$ cat config.mk
export PLATFORM = sky130hd
export DESIGN_NAME = sync_serial_slave
export DESIGN_NICKNAME = d
export VERILOG_FILES = /design/src/verilog/sync_serial_pkg.sv /design/src/verilog/sync_serial_slave.sv
export SDC_FILE = /design/constraint.sdc
export NUM_CORES = 1
export LEC_CHECK = 0
export ABC_AREA = 1
export BUFFER_PORTS_ARGS = -buffer_cell sky130_fd_sc_hd__buf_2
export CORE_MARGIN = 4
export CORE_UTILIZATION = 49
export DETAILED_ROUTE_END_ITERATION = 6
export GPL_ROUTABILITY_DRIVEN = 1
export PLACE_DENSITY = 0.83
export SYNTH_ARGS = -nofsm -noshare
export SYNTH_HDL_FRONTEND = slang
export SYNTH_SLANG_ARGS = --single-unit
$ cat constraint.sdc
create_clock -name hclk -period 1.75 [get_ports hclk]
set_input_delay 0.525 -clock hclk [delete_from_list [all_inputs] [get_ports hclk]]
set_output_delay 0.525 -clock hclk [all_outputs]
set_load 0.1 [all_outputs]
$ cat src/verilog/sync_serial_pkg.sv
`default_nettype none
package sync_serial_pkg;
   // Bus geometry: register index sits in haddr[ADDR_W-1:2]
   localparam int ADDR_W = 10;
   localparam int IDX_W = ADDR_W - 2;
   localparam logic [1:0] HTRANS_IDLE = 2'h0;
   localparam logic [1:0] HTRANS_NONSEQ = 2'h2;
   localparam logic [2:0] HSIZE_WORD = 3'h2;
   localparam logic HRESP_OKAY = 1'h0;

   // Register indices; byte address is four times the index
   localparam logic [IDX_W-1:0] IDX_IRQ_FLAGS = 8'h0c;
   localparam logic [IDX_W-1:0] IDX_RX_STATUS = 8'h18;
   localparam logic [IDX_W-1:0] IDX_TX_HOLD = 8'h19;
   localparam logic [IDX_W-1:0] IDX_RX_HOLD = 8'h1a;
   localparam logic [IDX_W-1:0] IDX_IRQ_EN = 8'h8c;
   localparam logic [IDX_W-1:0] IDX_TX_STATUS = 8'h98;
   localparam logic [IDX_W-1:0] IDX_RATE = 8'h99;

   // Reset values
   localparam logic [7:0] RST_IRQ_EN = 8'h00;
   localparam logic [7:0] RST_RATE = 8'h00;
   localparam logic [7:0] RST_TX_HOLD = 8'h00;

   // Flag and enable register bit positions
   localparam int BIT_PARALLEL = 7;
   localparam int BIT_RX_FLAG = 5;
   localparam int BIT_TX_FLAG = 4;

   // Receive status and control bit positions
   localparam int BIT_SERIAL_PORT_EN = 7;
   localparam int BIT_RX9 = 6;
   localparam int BIT_SINGLE_RX_EN = 5;
   localparam int BIT_CONTINUOUS_RX_EN = 4;
   localparam int BIT_FRAMING_ERROR = 2;
   localparam int BIT_OVERRUN_ERROR = 1;
   localparam int BIT_RX_NINTH_BIT = 0;

   // Transmit status and control bit positions
   localparam int BIT_CLOCK_SOURCE_SEL = 7;
   localparam int BIT_TX9 = 6;
   localparam int BIT_TX_ENABLE = 5;
   localparam int BIT_SYNC = 4;
   localparam int BIT_BRGH = 2;
   localparam int BIT_SHIFT_EMPTY_FLAG = 1;
   localparam int BIT_TX_NINTH_BIT = 0;

   // Index of the last bit of a word
   localparam logic [3:0] LAST_BIT_8 = 4'h7;
   localparam logic [3:0] LAST_BIT_9 = 4'h8;
   localparam logic FRAMING_NONE = 1'h0;
endpackage
`default_nettype wire

$ cat src/verilog/sync_serial_slave.sv
// The AHB-Lite interface to the registers was chosen for this implementation.
`default_nettype none
module sync_serial_slave #(
   parameter int RX_FIFO_DEPTH = 2
) (
   input wire logic hclk,
   input wire logic hresetn,
   input wire logic hsel,
   input wire logic [31:0] haddr,
   input wire logic [1:0] htrans,
   input wire logic hwrite,
   input wire logic [2:0] hsize,
   input wire logic [31:0] hwdata,
   input wire logic hready,
   output logic hreadyout,
   output logic hresp,
   output logic [31:0] hrdata,
   input wire logic shift_clk_pin,
   input wire logic data_pin_in,
   output logic data_pin_out,
   output logic data_pin_oe,
   input wire logic core_sleeping,
   output logic irq_request,
   output logic wake_request
);
   import sync_serial_pkg::*;

   localparam int CNT_W = $clog2(RX_FIFO_DEPTH + 1);
   localparam logic [CNT_W-1:0] FIFO_FULL = CNT_W'(RX_FIFO_DEPTH);

   // Elaboration check on the receive FIFO depth
   if (RX_FIFO_DEPTH < 1 || RX_FIFO_DEPTH > 8) begin : g_depth_check
      $error("RX_FIFO_DEPTH must lie between 1 and 8");
   end

   function automatic logic reg_at(input logic [IDX_W-1:0] idx, input logic [IDX_W-1:0] want);
      return idx == want;
   endfunction

   logic dp_valid;
   logic dp_write;
   logic dp_word;
   logic [IDX_W-1:0] dp_index;
   logic wr_en;
   logic rd_en;
   logic [7:0] wbyte;
   logic serial_port_en, nine_bit_rx_en, single_rx_en, continuous_rx_en;
   logic clock_source_sel, nine_bit_tx_en, tx_enable, sync_mode, high_rate_sel, tx_ninth_bit;
   logic [7:0] rate_divisor;
   logic [7:0] peripheral_irq_enables;
   logic ck_meta, ck_sync, ck_prev, dt_meta, dt_sync;
   logic ck_fall;
   logic slave_active;
   logic [7:0] tx_holding_reg;
   logic tx_hold_full;
   logic [8:0] tx_shift_reg;
   logic tx_busy;
   logic [3:0] tx_count;
   logic [3:0] tx_last;
   logic tx_run, tx_done, tx_go, tx_flag;
   logic [8:0] rx_shift_reg;
   logic [3:0] rx_count;
   logic [3:0] rx_last;
   logic rx_run, rx_done, rx_push, rx_pop, rx_flag, overrun_error;
   logic [8:0] rx_word;
   logic [8:0] rx_holding_reg [RX_FIFO_DEPTH];
   logic [CNT_W-1:0] rx_level;
   logic [7:0] peripheral_irq_flags;

   // Address phase capture; zero wait states, always OKAY
   always_ff @(posedge hclk or negedge hresetn) begin
      if (!hresetn) begin
         dp_valid <= 1'b0;
         dp_write <= 1'b0;
         dp_word <= 1'b0;
         dp_index <= '0;
      end else begin
         dp_valid <= hsel & hready & htrans[1] & (haddr[31:ADDR_W] == '0) & (haddr[1:0] == 2'h0);
         dp_write <= hwrite;
         dp_word <= (hsize == HSIZE_WORD);
         dp_index <= haddr[ADDR_W-1:2];
      end
   end

   assign hreadyout = 1'b1;
   assign hresp = HRESP_OKAY;
   assign wr_en = dp_valid & dp_write & dp_word;
   assign rd_en = dp_valid & ~dp_write;
   assign wbyte = hwdata[7:0];

   // Receive control bits
   always_ff @(posedge hclk or negedge hresetn) begin
      if (!hresetn) begin
         serial_port_en <= 1'b0;
         nine_bit_rx_en <= 1'b0;
         single_rx_en <= 1'b0;
         continuous_rx_en <= 1'b0;
      end else if (wr_en && reg_at(dp_index, IDX_RX_STATUS)) begin
         serial_port_en <= wbyte[BIT_SERIAL_PORT_EN];
         nine_bit_rx_en <= wbyte[BIT_RX9];
         single_rx_en <= wbyte[BIT_SINGLE_RX_EN]; // Stored only, no effect
         continuous_rx_en <= wbyte[BIT_CONTINUOUS_RX_EN];
      end
   end

   // Transmit control bits
   always_ff @(posedge hclk or negedge hresetn) begin
      if (!hresetn) begin
         clock_source_sel <= 1'b0;
         nine_bit_tx_en <= 1'b0;
         tx_enable <= 1'b0;
         sync_mode <= 1'b0;
         high_rate_sel <= 1'b0;
         tx_ninth_bit <= 1'b0;
      end else if (wr_en && reg_at(dp_index, IDX_TX_STATUS)) begin
         clock_source_sel <= wbyte[BIT_CLOCK_SOURCE_SEL];
         nine_bit_tx_en <= wbyte[BIT_TX9];
         tx_enable <= wbyte[BIT_TX_ENABLE];
         sync_mode <= wbyte[BIT_SYNC];
         high_rate_sel <= wbyte[BIT_BRGH];
         tx_ninth_bit <= wbyte[BIT_TX_NINTH_BIT];
      end
   end

   // Enables and rate divisor, plain storage
   always_ff @(posedge hclk or negedge hresetn) begin
      if (!hresetn) begin
         peripheral_irq_enables <= RST_IRQ_EN;
         rate_divisor <= RST_RATE;
      end else if (wr_en) begin
         if (reg_at(dp_index, IDX_IRQ_EN)) begin
            peripheral_irq_enables <= wbyte;
         end
         if (reg_at(dp_index, IDX_RATE)) begin
            rate_divisor <= wbyte;
         end
      end
   end

   // Two-stage synchronisers for the external clock and data pins
   always_ff @(posedge hclk or negedge hresetn) begin
      if (!hresetn) begin
         ck_meta <= 1'b0;
         ck_sync <= 1'b0;
         ck_prev <= 1'b0;
         dt_meta <= 1'b0;
         dt_sync <= 1'b0;
      end else begin
         ck_meta <= shift_clk_pin;
         ck_sync <= ck_meta;
         ck_prev <= ck_sync;
         dt_meta <= data_pin_in;
         dt_sync <= dt_meta;
      end
   end

   // External clock edge; slave mode means the clock pin is an input
   assign ck_fall = ck_prev & ~ck_sync;
   assign slave_active = serial_port_en & sync_mode & ~clock_source_sel;

   // Transmit sequencing
   assign tx_run = slave_active & tx_enable;
   assign tx_last = nine_bit_tx_en ? LAST_BIT_9 : LAST_BIT_8;
   assign tx_done = tx_busy & ck_fall & (tx_count == tx_last);
   assign tx_go = tx_run & tx_hold_full & (~tx_busy | tx_done);
   assign tx_flag = tx_enable & ~tx_hold_full;

   // Transmit holding register
   always_ff @(posedge hclk or negedge hresetn) begin
      if (!hresetn) begin
         tx_holding_reg <= RST_TX_HOLD;
         tx_hold_full <= 1'b0;
      end else if (wr_en && reg_at(dp_index, IDX_TX_HOLD)) begin
         tx_holding_reg <= wbyte;
         tx_hold_full <= 1'b1;
      end else if (tx_go) begin
         tx_hold_full <= 1'b0; // Word moves to the shifter
      end
   end

   // Transmit shifter, LSB first, next bit after each falling edge
   always_ff @(posedge hclk or negedge hresetn) begin
      if (!hresetn) begin
         tx_shift_reg <= '0;
         tx_busy <= 1'b0;
         tx_count <= '0;
      end else if (!tx_run) begin
         tx_busy <= 1'b0;
         tx_count <= '0;
      end else if (tx_go) begin
         tx_shift_reg <= {tx_ninth_bit, tx_holding_reg}; // Ninth bit taken now
         tx_busy <= 1'b1;
         tx_count <= '0;
      end else if (tx_done) begin
         tx_busy <= 1'b0;
         tx_count <= '0;
      end else if (tx_busy && ck_fall) begin
         tx_shift_reg <= {1'b0, tx_shift_reg[8:1]};
         tx_count <= tx_count + 4'h1;
      end
   end

   // Data pin driven only while a word shifts and receive is off
   assign data_pin_out = tx_shift_reg[0];
   assign data_pin_oe = tx_busy & ~continuous_rx_en;

   // Receive sequencing; single-receive enable plays no part
   assign rx_run = slave_active & continuous_rx_en & ~overrun_error;
   assign rx_last = nine_bit_rx_en ? LAST_BIT_9 : LAST_BIT_8;
   assign rx_done = rx_run & ck_fall & (rx_count == rx_last);
   assign rx_word = nine_bit_rx_en ? {dt_sync, rx_shift_reg[8:1]} : {1'b0, dt_sync, rx_shift_reg[8:2]};
   assign rx_push = rx_done & (rx_level != FIFO_FULL);
   assign rx_pop = rd_en & reg_at(dp_index, IDX_RX_HOLD) & (rx_level != '0);
   assign rx_flag = rx_level != '0;

   // Receive shifter, sampling at the falling edge
   always_ff @(posedge hclk or negedge hresetn) begin
      if (!hresetn) begin
         rx_shift_reg <= '0;
         rx_count <= '0;
      end else if (!rx_run) begin
         rx_count <= '0;
      end else if (ck_fall) begin
         rx_shift_reg <= {dt_sync, rx_shift_reg[8:1]};
         rx_count <= rx_done ? 4'h0 : rx_count + 4'h1;
      end
   end

   // Receive FIFO: head at entry 0, pop shifts down
   always_ff @(posedge hclk or negedge hresetn) begin
      if (!hresetn) begin
         rx_level <= '0;
         for (int i = 0; i < RX_FIFO_DEPTH; i++) begin
            rx_holding_reg[i] <= '0;
         end
      end else begin
         rx_level <= CNT_W'(rx_level + CNT_W'(rx_push) - CNT_W'(rx_pop));
         for (int i = 0; i < RX_FIFO_DEPTH; i++) begin
            if (rx_push && (CNT_W'(i) == CNT_W'(rx_level - CNT_W'(rx_pop)))) begin
               rx_holding_reg[i] <= rx_word;
            end else if (rx_pop && (i + 1 < RX_FIFO_DEPTH)) begin
               rx_holding_reg[i] <= rx_holding_reg[(i + 1) % RX_FIFO_DEPTH];
            end
         end
      end
   end

   // Overrun: set on a full FIFO, cleared with continuous receive
   always_ff @(posedge hclk or negedge hresetn) begin
      if (!hresetn) begin
         overrun_error <= 1'b0;
      end else if (!continuous_rx_en) begin
         overrun_error <= 1'b0;
      end else if (rx_done && rx_level == FIFO_FULL) begin
         overrun_error <= 1'b1; // Word in shifter discarded
      end
   end

   // Flags; the parallel port flag always reads clear
   always_comb begin
      peripheral_irq_flags = 8'h00;
      peripheral_irq_flags[BIT_PARALLEL] = 1'b0;
      peripheral_irq_flags[BIT_RX_FLAG] = rx_flag;
      peripheral_irq_flags[BIT_TX_FLAG] = tx_flag;
   end

   // Interrupt request and wake from sleep
   assign irq_request = |(peripheral_irq_flags & peripheral_irq_enables
                          & ((8'h01 << BIT_RX_FLAG) | (8'h01 << BIT_TX_FLAG)));
   assign wake_request = core_sleeping & irq_request;

   // Read data mux in the data phase
   always_comb begin
      hrdata = 32'h0000_0000;
      if (rd_en) begin
         unique case (dp_index)
            IDX_IRQ_FLAGS: hrdata[7:0] = peripheral_irq_flags;
            IDX_RX_STATUS: hrdata[7:0] = {serial_port_en, nine_bit_rx_en, single_rx_en, continuous_rx_en,
                                          1'b0, FRAMING_NONE, overrun_error,
                                          rx_holding_reg[0][8]}; // Head ninth bit
            IDX_RX_HOLD: hrdata[7:0] = rx_holding_reg[0][7:0];
            IDX_IRQ_EN: hrdata[7:0] = peripheral_irq_enables;
            IDX_TX_STATUS: hrdata[7:0] = {clock_source_sel, nine_bit_tx_en, tx_enable, sync_mode,
                                          1'b0, high_rate_sel, ~tx_busy, tx_ninth_bit};
            IDX_RATE: hrdata[7:0] = rate_divisor;
            default: hrdata = 32'h0000_0000;
         endcase
      end
   end
endmodule
`default_nettype wire

### After elaboration in Yosys (flattened, before gate mapping)

Index checks and enable logic that the tools add are counted.

* input bits: 77
* register bits: 99
* word-level logic and storage cells: 132
* output and inout port bits: 38

* reductions and logical operators: 19
* add/sub/neg operators: 5
* bitwise gates (word level): 34
* multiplexer cells: 24
* eq/ne operators: 18

Operator list (number)
* 2-to-1 mux 9 bit: 6
* case mux 8 bit (6 select lines): 1
* 2-to-1 mux 4 bit: 9
* AND 1 bit: 25
* equality test 8 x 5 -> 1 bit, second input constant: 3
* equality test 8 bit, second input constant: 3
* zero test 22 bit: 1
* adder 4 x 1 -> 4 bit, second input constant: 2
* equality test 4 bit: 2
* equality test 8 x 4 -> 1 bit, second input constant: 1
* 2-to-1 mux 8 bit: 1
* nonzero test 2 bit: 4
* logical AND 1 bit: 7
* 2-to-1 mux 1 bit: 7
* NOT 1 bit: 7
* AND 6 bit: 1
* AND reduction 2 bit: 3
* zero test 2 bit: 2
* != test 2 x 1 -> 1 bit, second input constant: 2
* != test 2 bit, second input constant: 2
* != test 4 x 1 -> 1 bit, second input constant: 1
* subtractor 2 x 1 -> 2 bit: 2
* equality test 3 x 2 -> 1 bit, second input constant: 1
* != test 3 x 1 -> 1 bit, second input constant: 1
* 6 further kinds: 6

### Logic depth before layout (Yosys ltp)

Gate-level depths: netlist of run 1.

* word-level depth: 9
* depth in mapped cells: 11
* gate-level depth less buffers: 10

### Least setup slack after synthesis of run 1

No wires, ideal clock.

* path kind: register -> output
* start: reg rx_level[1]
* end: out wake_request
* arrival: 2847 ps
* slack: -1622 ps
* cell stages (with the launch flop): 5
* path buffers: 0
* cell sequence: dfrtp_1 nor2_2 inv_1 nand2_1 a21boi_0

* word-level cells in the longest chain between the ends: 4

RTL lines
* start: declaration: line sync_serial_slave.sv:67 `logic [CNT_W-1:0] rx_level;`
* start signal: assignment: line sync_serial_slave.sv:237 `rx_level <= CNT_W'(rx_level + CNT_W'(rx_push) - CNT_W'(rx_pop));`
* nonzero test 2 bit: line sync_serial_slave.sv:214 `assign rx_flag = rx_level != '0;`
* AND 6 bit: line sync_serial_slave.sv:268 `assign irq_request = |(peripheral_irq_flags & peripheral_irq_enables`
* OR reduction 2 bit: line sync_serial_slave.sv:268
* AND 1 bit: line sync_serial_slave.sv:270 `assign wake_request = core_sleeping & irq_request;`
* end: declaration: line sync_serial_slave.sv:24 `output logic wake_request`

Every way passes these cells.

### Worst setup path after layout of run 1

* start: reg dp_index[1]
* end: out hrdata[0]

* word-level cells in the longest chain between the ends: 3

RTL lines
* start: declaration: line sync_serial_slave.sv:43 `logic [IDX_W-1:0] dp_index;`
* start signal: assignment: line sync_serial_slave.sv:81 `dp_index <= haddr[ADDR_W-1:2];`
* equality test 8 bit, or another cell as far along: line sync_serial_slave.sv:276 `unique case (dp_index)`
* case mux 8 bit (6 select lines) *: line sync_serial_slave.sv:276
* 2-to-1 mux 8 bit *: line sync_serial_slave.sv:275 `if (rd_en) begin`
* end: declaration: line sync_serial_slave.sv:17 `output logic [31:0] hrdata,`

Mark *: on every way between the ends. The rest lies on a longest branch, timed or not.

==> results of run 1 <==
-- stage by stage --
stage          worst slack (ns)  util (%)
2_1_floorplan            -0.429         -
3_3_place_gp             -0.355      58.5
3_5_place_dp             -0.426      58.5
4_1_cts                  -0.771      61.3
5_1_grt                  -0.878      62.5
6_report                 -0.809      62.5
-- layout make-up --
cell class,instances,area (sq um),share of cell area (%)
multi-input combinational,463,2360,38.5
clock inverter,6,48.8,0.795
timing repair buffer,100,792,12.9
clock buffer,10,128,2.08
inverter,47,184,3.00
tap,133,166,2.71
sequential,98,2450,40.0
-- worst paths after layout --
kind,to,cells past startpoint
worst max-delay path,hrdata[0],8
max in group asynchronous,dp_index[2],2
worst max register to register,peripheral_irq_enables[6],7
worst min register to register,ck_sync,0
worst min-delay path,tx_shift_reg[2],2
min in group hclk,dt_meta,1
-- power by group --
group          internal (mW)  switching (mW)  total (mW)
clock network          0.535           0.821        1.36
registers               2.28          0.0131        2.29
logic                 0.0770           0.363       0.440
-- cells by family after synthesis --
| group | count (synthesis) | synth area share [%] |
|---|---|---|
| and+or+nand+nor | 359 | 31.6 |
| DFF | 98 | 49.5 |
| buffers and inverters | 86 | 9.19 |
| AOI/OAI and AO/OA | 72 | 8.33 |
| xor gates and xnor gates | 3 | 0.530 |
| adders and majority gates | 3 | 0.757 |
| other | 2 | 0.152 |
-- synth_stat cells (2+ instances only) --
library cell,instances
nand2_1,228
o21ai_2,9
nand3b_1,2
inv_2,4
conb_1,2
nand3_4,2
nand2_2,4
ha_1,3
clkbuf_1,3
o21ai_1,22
nand3_1,48
nand2_4,2
nor3_1,4
nor2_2,6
buf_2,6
dfrtp_1,98
nand4_1,7
inv_1,40
a21oi_1,4
nand3_2,2
nor2_1,48
buf_6,2
clkinv_1,2
xor2_1,2
buf_4,28
nor2_4,2
o21ai_0,32
-- repair_timing --
| action | in CTS | in global routing |
|---|---|---|
| gates resized for setup | 23 | 19 |
| endpoints found under the setup margin | 16 | 42 |
| cloned | 0 | 0 |
| pin swaps | 13 | 6 |
| setup buffers | 6 | 4 |
| hold buffers | 0 | 0 |
-- layer usage --
layer	vias up	wire length (um)
li1	2119	-
met1	2034	4990
met2	170	5710
met3	29	789
met4	0	276
met5	-	0
==> impl_metrics.ini, run 1 <==
[clock_tree]
numCtsBuffers = 9
insertion_delay_ns = 0.37
cts_tree = yes
clockBufferDepth = 2
cts_max_level = 3
clk_pin_slew_ns = 0.11
root_buffer = clkbuf_8
clock-sinks = 98

[flow_run]
maxCapViolCount = 0

[yosys]
synth_cells = 623
syn_area_sq_mm = 0.00496
synth_top_cell_area_share_pct = 49.5
ys_warn_count = 0
synth_edf_count = 0
synth_top_area_cell = dfrtp_1
ys_seq_area_share_pct = 49.5
ys.flop_type = dfrtp_1
ys_seq_elements = 98
async_reset_ff_share_pct = 100
synthTopCellsByArea = dfrtp_1 (49%), nand2_1 (17%), nand3_1 (4.8%)
ys_types = 38
syn-mean-instance-area_sq_um = 7.96

[run_status]
violations = negative setup slack
run_status = complete, but fails checks

[global_routing]
grt_use_met2_pct = 35.5
grt_pass1_wl_um = 19600
antenna_found_initial = 0
overflow = 0
grt_usage_pct = 20.9
use_met3_pct = 4.30
grt_util_met1_pct = 26.7
busiest_layer = met2
grt_max_degree = 99
grt_pass1_vias = 4315

[place]
dp_hpwl_um = 8550
dp_cells = 831
port_buffers = 63
gp_congestion = 0.885
dpl_cell_area_sq_mm = 0.00574

[sta]
whs_ns = 0.162
timing.setup.tns_ns = -6.47
hold_violations = 0
layout_min_cycle_time_ns = 2.56
slew_viol_final = 0
finalSetupViolCount = 10
rsz0062_at_grt = yes
tightest_slew_ns = 0.561
skew_ns = 0.0177
setup_ws_ns = -0.809
post-route-period-util_pct = 146
fmaxAchievable_mhz = 391
slew-limit-headroom_pct = 62.6

[floorplan]
die-area_sq_mm = 0.0118
core_sq_mm = 0.00982
rows = 36
io_pins = 115
die-width_um = 109
initial_core_util_pct = 50.5
die_h_um = 109

[final_layout]
final_cell_area_sq_mm = 0.00614
fin_cells = 857
nNetsFinal = 799
layout_common_cells = nand2_1 (218), dfrtp_1 (96), buf_2 (51), nand3_1 (43)
mostFrequentLayoutCell = nand2_1
insertedDiodeCount = 0
largest_reg_flops = 18
fillCellCount = 800
drive_gt1_share_pct = 26.8
areaGrowthSynthToFinish_pct = 23.8

[critical_path]
critical_path_class = reg -> out
critPathMostFrequentCell = nor2_4
cp.arrival_ns = 2.03
r2r_setup_slack_ns = 0.10
crit_family = simple AND/OR/NAND/NOR gates
endpoint_kind = output pin
slowest_delay_ns = 0.41
cp_slowest_cell = dfrtp_1
path_cells = nor2_2 -> nand3_2 -> nor2_4 -> nor2_1 -> nand3_1 -> nand2_4 -> nor2_4 -> buf_12
crit_required_ns = 1.22
start_kind = flip-flop
r2r-start = dp_index[1]
crit_fanout = 7
crit_start = dp_index[1]
worst-path-buf-inv = 1

[route]
drt_iter0_markers = 328
via_count = 4352
routed_wl_um = 11800
vias_per_cell = 5.08
drtPass1Iterations = 5
wire_per_inst_um = 13.7
drc = 0
drtAntennaViolNets = 0

[pwr]
leakagePower_nw = 3.18
report.power.total_mw = 4.09
p_per_area_mw_per_mm2 = 666
ir_drop_v = 0.000335

[worst_hold_path]
min_path_type = in -> async
(Power assumes the default switching activity.)
==> run 2, diff against run 1 <==
--- a/config.mk
+++ b/config.mk
@@ -7,11 +7,13 @@
 export LEC_CHECK = 0
 export ABC_AREA = 1
 export BUFFER_PORTS_ARGS = -buffer_cell sky130_fd_sc_hd__buf_2
+export CELL_PAD_IN_SITES_DETAIL_PLACEMENT = 1
+export CELL_PAD_IN_SITES_GLOBAL_PLACEMENT = 1
 export CORE_MARGIN = 4
-export CORE_UTILIZATION = 49
+export CORE_UTILIZATION = 35
 export DETAILED_ROUTE_END_ITERATION = 6
 export GPL_ROUTABILITY_DRIVEN = 1
-export PLACE_DENSITY = 0.83
+export PLACE_DENSITY = 0.81
 export SYNTH_ARGS = -nofsm -noshare
 export SYNTH_HDL_FRONTEND = slang
 export SYNTH_SLANG_ARGS = --single-unit
==> impl_metrics.ini, run 2 (synthesis results as in run 1) <==
[final_layout]
drive_gt1_share_pct = 28.9
seq_area_sq_mm = 0.00245
mostFrequentLayoutCell = nand2_1
fin_util_pct = 46.7
nNetsFinal = 806
largest_reg_flops = 18
areaGrowthSynthToFinish_pct = 30.7
insertedDiodeCount = 0
layout_common_cells = nand2_1 (217), dfrtp_1 (97), buf_2 (51), nand3_1 (40), buf_4 (36)
multiInputGateArea_sq_mm = 0.00240
fillCellCount = 1692

[clock_tree]
numCtsBuffers = 9
root_buffer = clkbuf_16
hold_buffers = 0
clk_pin_slew_ns = 0.07
cts_tree = yes
clock-sinks = 98
insertion_delay_ns = 0.35
clockBufferDepth = 2
cts_max_level = 3

[floorplan]
die_h_um = 127
core_sq_mm = 0.0139
rows = 43
die-width_um = 127
io_pins = 115
die-area_sq_mm = 0.0161
initial_core_util_pct = 35.7

[global_routing]
overflow = 0
grt_pass1_wl_um = 23900
grt_max_degree = 49
grt_pass1_vias = 4912
antenna_found_initial = 0
grt_usage_pct = 18.3

[pwr]
p_per_area_mw_per_mm2 = 761
leakagePower_nw = 3.33
ir_drop_v = 0.000442

[sta]
skew_ns = 0.00989
hold_violations = 0
slew_viol_final = 0
layout_min_cycle_time_ns = 2.50
timing.setup.tns_ns = -6.15
post-route-period-util_pct = 143
setup_ws_ns = -0.752
fmaxAchievable_mhz = 400
finalSetupViolCount = 11
rsz0062_at_grt = yes

[critical_path]
start_kind = flip-flop
worstRegToRegCells = 12
cp_slowest_cell = dfrtp_1
path_cells = nor2_1 -> nand2_1 -> nor2_4 -> buf_4 -> nand2_1 -> nand4_1 -> nor2_1 -> nor2_4 -> buf_12
cp.arrival_ns = 1.98
crit_fanout = 6
endpoint_kind = output pin
r2r_end = rx_level[1]
crit_family = simple AND/OR/NAND/NOR gates
slowest_delay_ns = 0.44
worst-path-buf-inv = 2
crit_required_ns = 1.22
r2r-start = dp_index[2]
critical_path_class = reg -> out
r2r_setup_slack_ns = -0.09

[place]
gp_congestion = 0.864
dp_hpwl_um = 10400
port_buffers = 63

[route]
wire_per_inst_um = 15.5
vias_per_cell = 4.92
drc = 0
via_count = 4484
drt_iter0_markers = 192
drtPass1Iterations = 4
routed_wl_um = 14200
drtAntennaViolNets = 0

[flow_run]
maxCapViolCount = 0

[run_status]
violations = negative setup slack
run_status = complete, but fails checks

[worst_hold_path]
min_path_type = in -> async
## run 2: cell types whose count changed in the layout (fill, tap and decap cells not counted), sizes merged
cell      before  now
clkinvlp       2    1
bufinv         0    2
inv           47   44
buf          100  107
clkinv         4    6
## run 2: worst reg2reg max path: cells and delay by family, from the launching register on
kind	cells	cell delay, ns
flops	1	0.40
fa+ha+maj	1	0.17
simple gates	8	0.75
buf+inv	3	0.41
## run 2: worst max path at each step
stage / start / end / slack (ns) / depth (start not counted)
4_1_cts: dp_index[0] / hrdata[0] / -0.75 / 9
6_report: dp_index[4] / hrdata[5] / -0.75 / 9
2_1_floorplan: dp_index[1] / hrdata[0] / -0.43 / 7
3_5_place_dp: dp_index[5] / hrdata[4] / -0.58 / 10
3_3_place_gp: dp_index[4] / hrdata[4] / -0.41 / 9
5_1_grt: dp_index[4] / hrdata[5] / -0.89 / 9
## run 2: area by class of cell
class	instances	area share [%]
clock buffers	10	3.69
clock inverters	6	1.39
inverters	47	2.90
multi-input cells	463	37.1
flip-flops and latches	98	37.9
well taps	180	3.48
repair buffers	107	13.6
## run 2: through the flow
step	power, mW	area (sq um)	hold WS [ns]	setup WS [ns]	cells
CTS	4.96	6360	0.0342	-0.749	907
finish	4.93	6480	0.0348	-0.752	911
detailed placement	2.78	5890	0.336	-0.577	885
floorplan	2.67	5150	0.229	-0.429	647
global placement	2.76	5890	0.331	-0.411	885
global route	5.12	6480	0.0406	-0.886	911
## run 2: report_power, final
group	internal, mW	total (mW)	leakage [nW]	switching, mW
Sequential	2.28	2.30	1.16	0.0156
Clock	1.29	2.18	0.159	0.889
Combinational	0.0823	0.453	2.01	0.371
Total	3.66	4.93	3.33	1.28
## run 2: timing repair
| item | 4_1_cts | 5_1_grt |
|---|---|---|
| resized for setup | 33 | 20 |
| endpoints found under the setup margin | 23 | 56 |
| buffers inserted | 6 | 4 |
| pin swaps | 15 | 7 |
## run 2: metal layers
| layer | routed length, um | global-route usage, % | share of wire (%) |
|---|---|---|---|
| met1 | 5820 | 21.6 | 41 |
| met2 | 7670 | 33.7 | 54 |
| met3 | 462 | 3.22 | 3.3 |
| met4 | 196 | 5.62 | 1.4 |
| met5 | 0 | 0 | 0 |
